File: src/rtl/pvs_defines.svh
`ifndef PVS_DEFINES_SVH
`define PVS_DEFINES_SVH

// ----------------------------------------
// Register indices on the management link
// ----------------------------------------
`define PVS_REG_ADDR_W 5
`define PVS_OFS_MODE_STATUS 5'h11
`define PVS_OFS_TENBT_CFG 5'h12

// ----------------------------------------
// Resolved mode status register fields
// ----------------------------------------
`define PVS_MODE_HI 15
`define PVS_MODE_LO 12
`define PVS_MODE_RESET 4'hf
`define PVS_MODE_FAST_FULL 4'h8
`define PVS_MODE_FAST_HALF 4'h4
`define PVS_MODE_SLOW_FULL 4'h2
`define PVS_MODE_SLOW_HALF 4'h1
`define PVS_RSVD_HI 11
`define PVS_RSVD_LO 9
`define PVS_ADDR_HI 8
`define PVS_ADDR_LO 4
`define PVS_ADDR_W 5
`define PVS_STRAP_SETTLE 2'h3
`define PVS_MON_HI 3
`define PVS_MON_LO 0
`define PVS_MON_RESET 4'h0

// ----------------------------------------
// 10BASE-T configuration register fields
// ----------------------------------------
`define PVS_BIT_LINK_PULSE 14
`define PVS_BIT_HEARTBEAT 13
`define PVS_BIT_SQUELCH 12
`define PVS_BIT_JABBER 11
`define PVS_BIT_RSVD_RW 10
`define PVS_BIT_POLARITY 0
`define PVS_CFG_ON_RESET 1'h1
`define PVS_CFG_OFF_RESET 1'h0

`endif

File: src/rtl/pvs_pkg.sv
package pvs_pkg;

	// Auto-negotiation monitor codes shown in the low nibble of the status register
	typedef enum logic [3:0] {
		PVS_AN_IDLE = 4'h0,
		PVS_AN_ABILITY_MATCH = 4'h1,
		PVS_AN_ACK_MATCH = 4'h2,
		PVS_AN_ACK_FAIL = 4'h3,
		PVS_AN_CONSIST_MATCH = 4'h4,
		PVS_AN_CONSIST_FAIL = 4'h5,
		PVS_AN_PD_READY = 4'h6,
		PVS_AN_PD_FAIL = 4'h7,
		PVS_AN_COMPLETE = 4'h8
	} pvs_an_state_t;

	// Resolved speed and duplex reported by the negotiation engine
	typedef enum logic [1:0] {
		PVS_RES_SLOW_HALF = 2'h0,
		PVS_RES_SLOW_FULL = 2'h1,
		PVS_RES_FAST_HALF = 2'h2,
		PVS_RES_FAST_FULL = 2'h3
	} pvs_res_mode_t;

endpackage

File: src/rtl/pvs_regs.sv
`timescale 1ns/100ps
`include "pvs_defines.svh"

// Contract
// - In auto-negotiation mode, on negotiation done, write one-hot resolved mode into status bits 15:12.
// - Resolved mode bits are read-only, reset to ones, meaningless outside negotiation.
// - Station address travels on the link MSB first, starting with bit 4.
// - Monitor nibble shows idle, ability, ack, ack fail, consistency, consistency fail.
// - Monitor nibble shows parallel detect ready 6, fail 7, negotiation done 8.
// - Status bits 11:9 read zero; writes to them are dropped.
// - Config bit 14 enables link pulses; cleared forces good link; 10M only.
// - Config bit 13 enables heartbeat in 10M; ignored in full duplex.
// - Config bit 11 enables jabber in 10M full duplex or loop-back.
// - Config bit 0 set on reversed 10M polarity, cleared when polarity correct.
// - Latching status bits clear after management reads their register.

module pvs_regs
	import pvs_pkg::*;
(
	input wire logic clock_in,
	input wire logic resetn_in,
	// Register access from the management frame engine
	input wire logic [`PVS_REG_ADDR_W-1:0] reg_addr_in,
	input wire logic reg_wr_in,
	input wire logic reg_rd_in,
	input wire logic [15:0] reg_wdata_in,
	output logic [15:0] reg_rdata_out,
	output logic reg_hit_out,
	output logic read_clear_out,
	// Serial address phase of a management frame
	input wire logic addr_frame_start_in,
	input wire logic addr_bit_valid_in,
	input wire logic addr_bit_in,
	output logic addr_match_out,
	// Strap and analog-side inputs
	input wire logic [`PVS_ADDR_W-1:0] addr_strap_in,
	input wire logic polarity_reversed_in,
	// Negotiation engine, same clock
	input wire logic autoneg_mode_in,
	input wire logic autoneg_done_in,
	input wire pvs_res_mode_t resolved_mode_in,
	input wire pvs_an_state_t autoneg_state_in,
	input wire logic speed_10m_in,
	input wire logic full_duplex_in,
	input wire logic loopback_in,
	// Effective 10BASE-T controls
	output logic link_pulse_enable_out,
	output logic force_good_link_out,
	output logic heartbeat_enable_out,
	output logic squelch_normal_out,
	output logic jabber_guard_enable_out
);

	// ----------------------------------------
	// Synchronised pin inputs
	// ----------------------------------------
	logic [`PVS_ADDR_W:0] pins_sync;
	logic [`PVS_ADDR_W-1:0] strap_sync;
	logic polarity_sync;

	pvs_sync #(
		.WIDTH(`PVS_ADDR_W + 1)
	) u_pin_sync (
		.clock_in(clock_in),
		.resetn_in(resetn_in),
		.async_in({polarity_reversed_in, addr_strap_in}),
		.sync_out(pins_sync)
	);

	assign strap_sync = pins_sync[`PVS_ADDR_W-1:0];
	assign polarity_sync = pins_sync[`PVS_ADDR_W];

	// ----------------------------------------
	// Address decode
	// ----------------------------------------
	wire sel_status = (reg_addr_in == `PVS_OFS_MODE_STATUS);
	wire sel_cfg = (reg_addr_in == `PVS_OFS_TENBT_CFG);
	wire wr_status = reg_wr_in && sel_status;
	wire wr_cfg = reg_wr_in && sel_cfg;
	wire rd_any = reg_rd_in && (sel_status || sel_cfg);

	// ----------------------------------------
	// Status register state
	// ----------------------------------------
	logic [3:0] mode_q;
	logic [3:0] mode_d;
	logic [`PVS_ADDR_W-1:0] station_addr_q;
	logic [`PVS_ADDR_W-1:0] station_addr_d;
	logic [1:0] strap_wait_q;
	logic [1:0] strap_wait_d;
	wire strap_loaded = (strap_wait_q == `PVS_STRAP_SETTLE);
	pvs_an_state_t monitor_q;
	logic [3:0] mode_onehot;

	// Resolved mode as one bit per speed and duplex
	always_comb begin
		mode_onehot = `PVS_MODE_SLOW_HALF;
		unique case (resolved_mode_in)
			PVS_RES_FAST_FULL: mode_onehot = `PVS_MODE_FAST_FULL;
			PVS_RES_FAST_HALF: mode_onehot = `PVS_MODE_FAST_HALF;
			PVS_RES_SLOW_FULL: mode_onehot = `PVS_MODE_SLOW_FULL;
			PVS_RES_SLOW_HALF: mode_onehot = `PVS_MODE_SLOW_HALF;
		endcase
	end

	// Updated only by the negotiation engine; bus writes never reach it
	assign mode_d = (autoneg_mode_in && autoneg_done_in) ? mode_onehot : mode_q;

	// Synchroniser is cleared by reset, so the strap is only trusted once it
	// has crossed both stages; a bus write ends the wait so it is not overwritten
	assign strap_wait_d = (wr_status || strap_loaded) ? `PVS_STRAP_SETTLE :
		strap_wait_q + 2'h1;
	assign station_addr_d = wr_status ? reg_wdata_in[`PVS_ADDR_HI:`PVS_ADDR_LO] :
		(!strap_loaded ? strap_sync : station_addr_q);

	always_ff @(posedge clock_in) begin
		if (!resetn_in) begin
			mode_q <= `PVS_MODE_RESET;
			station_addr_q <= '0;
			strap_wait_q <= 2'h0;
			monitor_q <= PVS_AN_IDLE;
		end else begin
			mode_q <= mode_d;
			station_addr_q <= station_addr_d;
			strap_wait_q <= strap_wait_d;
			monitor_q <= autoneg_state_in;
		end
	end

	// ----------------------------------------
	// Serial address match, MSB first
	// ----------------------------------------
	logic [`PVS_ADDR_W-1:0] addr_shift_q;
	logic [2:0] addr_cnt_q;
	logic addr_match_q;
	wire [`PVS_ADDR_W-1:0] addr_shift_next = {addr_shift_q[`PVS_ADDR_W-2:0], addr_bit_in};
	wire addr_last = addr_bit_valid_in && (addr_cnt_q == 3'(`PVS_ADDR_W - 1));

	always_ff @(posedge clock_in) begin
		if (!resetn_in) begin
			addr_shift_q <= '0;
			addr_cnt_q <= '0;
			addr_match_q <= 1'b0;
		end else if (addr_frame_start_in) begin
			addr_cnt_q <= '0;
			addr_match_q <= 1'b0;
		end else if (addr_bit_valid_in && (addr_cnt_q < 3'(`PVS_ADDR_W))) begin
			addr_shift_q <= addr_shift_next;
			addr_cnt_q <= addr_cnt_q + 3'h1;
			addr_match_q <= addr_last && (addr_shift_next == station_addr_q);
		end
	end

	assign addr_match_out = addr_match_q;

	// ----------------------------------------
	// 10BASE-T configuration state
	// ----------------------------------------
	logic link_pulse_q;
	logic heartbeat_q;
	logic squelch_q;
	logic jabber_q;
	logic rsvd_rw_q;
	logic polarity_q;

	always_ff @(posedge clock_in) begin
		if (!resetn_in) begin
			link_pulse_q <= `PVS_CFG_ON_RESET;
			heartbeat_q <= `PVS_CFG_ON_RESET;
			squelch_q <= `PVS_CFG_ON_RESET;
			jabber_q <= `PVS_CFG_ON_RESET;
			rsvd_rw_q <= `PVS_CFG_OFF_RESET;
			polarity_q <= `PVS_CFG_OFF_RESET;
		end else begin
			if (wr_cfg) begin
				link_pulse_q <= reg_wdata_in[`PVS_BIT_LINK_PULSE];
				heartbeat_q <= reg_wdata_in[`PVS_BIT_HEARTBEAT];
				squelch_q <= reg_wdata_in[`PVS_BIT_SQUELCH];
				jabber_q <= reg_wdata_in[`PVS_BIT_JABBER];
				rsvd_rw_q <= reg_wdata_in[`PVS_BIT_RSVD_RW];
			end
			// Follows the detector both ways, not sticky
			polarity_q <= polarity_sync;
		end
	end

	// ----------------------------------------
	// Effective controls to the 10BASE-T logic
	// ----------------------------------------
	// Outside 10M these bits, except squelch bit 12, have no say and the block falls back to normal operation
	logic link_pulse_q2;
	logic force_link_q;
	logic heartbeat_eff_q;
	logic squelch_eff_q;
	logic jabber_eff_q;
	wire jabber_mode = speed_10m_in && (full_duplex_in || loopback_in);

	always_ff @(posedge clock_in) begin
		if (!resetn_in) begin
			link_pulse_q2 <= 1'b0;
			force_link_q <= 1'b0;
			heartbeat_eff_q <= 1'b0;
			squelch_eff_q <= 1'b0;
			jabber_eff_q <= 1'b0;
		end else begin
			link_pulse_q2 <= speed_10m_in && link_pulse_q;
			force_link_q <= speed_10m_in && !link_pulse_q;
			heartbeat_eff_q <= speed_10m_in && !full_duplex_in && heartbeat_q;
			squelch_eff_q <= squelch_q;
			jabber_eff_q <= jabber_mode ? jabber_q : 1'b1;
		end
	end

	assign link_pulse_enable_out = link_pulse_q2;
	assign force_good_link_out = force_link_q;
	assign heartbeat_enable_out = heartbeat_eff_q;
	assign squelch_normal_out = squelch_eff_q;
	assign jabber_guard_enable_out = jabber_eff_q;

	// ----------------------------------------
	// Read data
	// ----------------------------------------
	wire [15:0] status_word = {mode_q, 3'h0, station_addr_q, monitor_q};
	wire [15:0] cfg_word = {1'b0, link_pulse_q, heartbeat_q, squelch_q, jabber_q,
		rsvd_rw_q, 9'h000, polarity_q};
	wire [15:0] rdata_mux = sel_status ? status_word : (sel_cfg ? cfg_word : 16'h0000);

	logic [15:0] rdata_q;
	logic hit_q;
	logic read_clear_q;

	always_ff @(posedge clock_in) begin
		if (!resetn_in) begin
			rdata_q <= 16'h0000;
			hit_q <= 1'b0;
			read_clear_q <= 1'b0;
		end else begin
			if (reg_rd_in) begin
				rdata_q <= rdata_mux;
			end
			hit_q <= (reg_rd_in || reg_wr_in) && (sel_status || sel_cfg);
			read_clear_q <= rd_any;
		end
	end

	assign reg_rdata_out = rdata_q;
	assign reg_hit_out = hit_q;
	assign read_clear_out = read_clear_q;

endmodule // pvs_regs

File: src/rtl/pvs_sync.sv
`timescale 1ns/100ps

module pvs_sync #(
	parameter int WIDTH = 1
) (
	input wire logic clock_in,
	input wire logic resetn_in,
	input wire logic [WIDTH-1:0] async_in,
	output logic [WIDTH-1:0] sync_out
);

	// ----------------------------------------
	// Two-stage synchroniser
	// ----------------------------------------
	logic [WIDTH-1:0] meta_q;
	logic [WIDTH-1:0] sync_q;

	if (WIDTH < 1) begin : g_bad_width
		$error("pvs_sync: WIDTH must be at least 1");
	end

	always_ff @(posedge clock_in) begin
		if (!resetn_in) begin
			meta_q <= '0;
			sync_q <= '0;
		end else begin
			meta_q <= async_in;
			sync_q <= meta_q;
		end
	end

	assign sync_out = sync_q;

endmodule // pvs_sync
File: config.mk
export PLATFORM = sky130hd
export DESIGN_NAME = pvs_regs
export DESIGN_NICKNAME = d
export VERILOG_FILES = /design/src/rtl/pvs_pkg.sv /design/src/rtl/pvs_regs.sv /design/src/rtl/pvs_sync.sv
export VERILOG_INCLUDE_DIRS = /design/src /design/src/rtl
export SDC_FILE = /design/constraint.sdc
export NUM_CORES = 1
export LEC_CHECK = 0
export ABC_AREA = 1
export BUFFER_PORTS_ARGS = -buffer_cell sky130_fd_sc_hd__buf_2
export CORE_ASPECT_RATIO = 1.75
export CORE_UTILIZATION = 55
export DETAILED_ROUTE_END_ITERATION = 16
export PLACE_DENSITY_LB_ADDON = 0.2
export SLEW_MARGIN = 20
export SYNTH_ARGS = -nofsm -noshare
export SYNTH_HDL_FRONTEND = slang
export SYNTH_SLANG_ARGS = --single-unit
File: constraint.sdc
create_clock -name clock_in -period 1.87 [get_ports clock_in]
set_input_delay 0 -clock clock_in [delete_from_list [all_inputs] [get_ports clock_in]]
set_output_delay 0 -clock clock_in [all_outputs]
set_load 0.02 [all_outputs]
# [Yosys cells after proc, flatten, opt, wreduce, memory -nomap -nowiden]
# Cells that the tools add are included.
[classes] addsub=2 order_cmp=1 n_eq_ne=9 muxes=7 bitwise=2 n_reduce_logical=22
[op_table] op="16-bit 2-to-1 mux" n=1
[op_table] op="4-bit one-hot mux with 4 select lines" n=1
[op_table] op="15-bit 2-to-1 mux" n=1
[op_table] op="1-bit logical AND" n=13
[op_table] op="5-bit == test (second input constant)" n=2
[op_table] op="5-bit 2-to-1 mux" n=2
[op_table] op="2-bit == test (second input constant)" n=3
[op_table] op="5-bit == test" n=1
[op_table] op="1-bit logical OR" n=4
[op_table] op="3-bit by 1-bit adder with 3-bit output (second input constant)" n=1
[op_table] op="3-bit == test (second input constant)" n=1
[op_table] op="3-bit less-than comparator (second input constant)" n=1
[op_table] op="2-bit by 1-bit adder with 2-bit output (second input constant)" n=1
[op_table] op="2-bit by 1-bit == test with 1-bit output (second input constant)" n=1
[op_table] op="1-bit zero test" n=2
[op_table] op="2-bit zero test" n=1
[op_table] op="2-bit 2-to-1 mux" n=1
[op_table] op="2-bit inequality test (second input constant)" n=1
[op_table] op="1-bit NOT" n=2
[op_table] op="2-bit AND reduction" n=1
[op_table] op="2-bit OR reduction" n=1
[op_table] op="1-bit 2-to-1 mux" n=1
[word_totals] regBits=64 out_inout_bits=24 word_cells=66

# [Logic depth before layout (Yosys ltp)]
[depth] ltp_word=4 ltp_mapped=8 mapped_depth_nobuf=8

# [Modules after synthesis]
# From an unflattened synthesis, not the netlist that was laid out.
[hier_totals] hier_cells=312 area_unflattened_um2=2422.3
[by_module_without_submodules] mod="pvs_regs" n_inst=1 cells_each=275 area_per_inst_um2=2080.7 seq_area_each_um2=1021.0
[by_module_without_submodules] mod="pvs_sync" n_inst=1 cells_each=37 area_per_inst_um2=341.6 seq_area_each_um2=240.2

# [Least setup slack after synthesis]
# OpenSTA, ideal clock, no wires.
[synth_path] path_kind="reg-to-reg" start="reg strap_wait_q[0]" end="reg station_addr_q[2]" setup_ps=119 t_arrival_ps=1013 required_ps=1751 setup_slack_ps=738 stages_incl_launch_ff=8 synth_period_minus_slack_ps=1132 cell_sequence="dfxtp_1 -> ha_1 -> clkbuf_1 -> inv_1 -> nand2_1 -> nand2_1 -> o21ai_1 -> a21oi_2"
[synth_via] elab_chain_len=2
[synth_lines] element="start: declaration" line_no="pvs_regs.sv:89" text="logic [1:0] strap_wait_q;"
[synth_lines] element="start signal: assignment" line_no="pvs_regs.sv:125" text="strap_wait_q <= strap_wait_d;"
[synth_lines] element="2-bit == test (no line)"
[synth_lines] element="2-bit inequality test (no line)"
[synth_lines] element="end signal: assignment" line_no="pvs_regs.sv:124" text="station_addr_q <= station_addr_d;"
[synth_lines] element="end: declaration" line_no="pvs_regs.sv:87" text="logic [`PVS_ADDR_W-1:0] station_addr_q;"
# No other way between the ends.
# A chain may end at the register's enable or synchronous reset.

==> run metrics <==
GRT met2 Usage 46.2%; Cell Rows 31; wire length of the first global-routing pass 9040 µm; Peak Freq 622 MHz; Max Cap Viol 0; core area 0.00419 mm²; max incr delay on CP 0.56 ns; CTS Buf Count 9; final setup skew 0.00411 ns; register area share after synthesis 51.9%; placed wire-length estimate 3650 µm; start-to-end type of the worst setup path in2reg; final setup violation count 0; count of inserted antenna diode cells 0; worst-case vdd ir drop 0.000712 V; total of fill cells in the finished design 310; number of pins with negative max-slew slack in the final report 0; Hold Fails Final Rpt 0; effective utilization at floorplan 58.0%; post-synthesis async set-or-reset flop share 0%; count of unique library cells instantiated by Yosys 32; mean cell area of the mapped netlist 7.89 µm²; CTS root buffer clkbuf_8; grt total ovfl 0; via count 2,236; final worst-path cycle share 86.0%; cells after synthesis 308; via count of the first global-routing pass 2,172; minimum setup slack in the final design 0.261 ns; multi-input combinational cell area 923 µm²; kind of cell adding the most delay to the critical path buffers and inverters; TritonCTS clock tree yes; Worst Setup Slack post-DPL 0.718 ns; via-per-instance ratio 4.91; final critical path time including I/O delays and setup 1.61 ns; Seq. cell area 0.00126 mm²; endpoint class of the critical path flip-flop; net count after synthesis 356; Clock Sink Count 63; routed wire length per instance 12.2 µm; H-Tree Depth 3; most common cell in the netlist nand2_1; count of instances resized after the clock tree is built 0; met1 Use GR 25.7%; port bufs 61; die area 0.00470 mm²; number of synthesis warnings 0; width of the die 52.3 µm; Setup Buffers After CTS 0; pin count of the biggest net entering global routing 28; Layout Area Growth over Synthesis 32.7%; path type of the worst min-delay path in2reg; ranking of synthesized cells by instance count nand2_1 (79), dfxtp_1 (63), inv_1 (44), nor2_1 (25), nand3_1 (15); count of flip-flops with a built-in enable after synthesis 0; Die Span Y 90.0 µm; CP Buf/Inv Count 4; antenna-violating nets left 0; setup repair after global routing missed its margin false; DRC viols 0; number of buffers on the longest clock path 2; cell type of the slowest stage on the worst timing path dlygate4sd3_1; final net count 449; layout cell share with drive strength beyond 1 23.4%; required time worst endpoint 2.16 ns; clock insertion delay at the later pin of the skew report 0.34 ns; busiest layer in global routing met2; cell repeated most along the worst path dlygate4sd3_1; result of the run finished, final reports clean; clock edge transition at the registers on the reported setup and hold paths 0.07 ns; kind of start point of the critical path input port; wirelength, routed 5550 µm; arrival time at the worst endpoint 1.89 ns; synthesized area 0.00243 mm²; static power due to leakage 1.62 nW; IO Count 69; total negative slack for setup checks 0 ns; global-route usage over all layers 26.2%; routing usage on met3 7.45%; CP cell instances dlygate4sd3_1, buf_2, buf_4, nand2_1, nor3_1, dlygate4sd3_1; number of antenna violations at the first check in global routing 0; power density over cell area 843 mW/mm²; number of DRC markers after the initial detailed-route iteration 32; largest fanout of any net on the critical path 27; Hold-fix buffers, CTS 30; dominant synthesized flop cell dfxtp_1; proportion of netlist area held by the largest area contributor 51.9%; FF+latch count, synth 63; first drt pass iteration count 4; Final GP Congestion 0.794; library cell occupying the most area in the post-synthesis netlist dfxtp_1; cells taking the most area after synthesis dfxtp_1 (52%), nand2_1 (12%), inv_1 (6.8%), nor2_1 (3.9%), nand3_1 (3.1%)
==> report_power, final <==
part	switching (mW)	internal, mW	leakage, nW	total, mW
combinational	0.148	0.121	1.02	0.270
clock	0.492	0.549	0.0894	1.04
sequential	0.0187	1.39	0.516	1.41
total	0.659	2.06	1.62	2.72
==> cell families after synthesis <==
family	synth area share, %
buffers and inverters	10.1
and+or+nand+nor	23.6
AOI/OAI and AO/OA	12.3
DFF	51.9
adders and majority gates	1.54
other	0.154
xor gates and xnor gates	0.360
==> layout make-up <==
class	count	share of cell area (%)
Sequential cell	63	39.1
Multi-Input combinational cell	185	28.6
Timing Repair Buffer	93	19.2
Inverter	49	5.70
Clock buffer	13	4.92
Tap cell	49	1.90
Clock inverter	3	0.543
==> cells in the final DEF (no fill, tap or decap), drive strengths merged, types with 2 or more instances in the layout <==
master,n
nand2,80
buf,63
o21ai,19
nor2,29
dfxtp,63
nor3,2
nand4,2
o31ai,7
inv,49
ha,3
clkbuf,13
a31oi,3
nand3,17
dlygate4sd3,30
clkinv,2
o211ai,4
a21oi,13
==> registers in the layout, indices dropped and copies added, names as in the netlist, 2 cells and up <==
name                 cells
mode_q                   4
strap_wait_q             2
u_pin_sync.meta_q        6
reg_rdata_out           15
addr_shift_q             4
station_addr_q           5
addr_cnt_q               3
u_pin_sync.sync_out      6
monitor_q                4
==> tightest hold or removal path: cells and delay by family <==
kind / cells / cell delay [ns]
compound gates: 2 / 0.23
buf+inv: 1 / 0.08
==> worst paths after layout <==
check / startpoint / depth (start not counted) / slack [ns] / endpoint
worst max-delay path: resetn_in / 6 / 0.26 / heartbeat_enable_out$_SDFF_PN0_
worst min-delay path: loopback_in / 3 / 0.01 / jabber_guard_enable_out$_SDFF_PN0_
worst min register to register: u_pin_sync.meta_q[4]$_SDFF_PN0_ / 2 / 0.41 / u_pin_sync.sync_out[4]$_SDFF_PN0_
worst max register to register: mode_q[0]$_SDFFE_PN1P_ / 3 / 0.66 / mode_q[0]$_SDFFE_PN1P_
==> metrics by stage <==
step,power [mW],utilization (%),area (µm²),hold slack (ns),cells
floorplan,1.57,-,2430,0.0793,308
global placement,1.65,65.7,2750,0.176,409
detailed placement,1.66,65.7,2750,0.183,409
CTS,2.73,77.0,3230,0.00622,455
global route,2.83,77.0,3230,0.0433,455
finish,2.72,77.0,3230,0.0143,455
==> metal layers <==
layer | part of all wire (%) | wire [µm]
met1 | 39 | 2160
met2 | 53 | 2930
met3 | 5.2 | 289
met5 | 0 | 0
met4 | 3.1 | 173
Power figures use the tool's default switching activity.
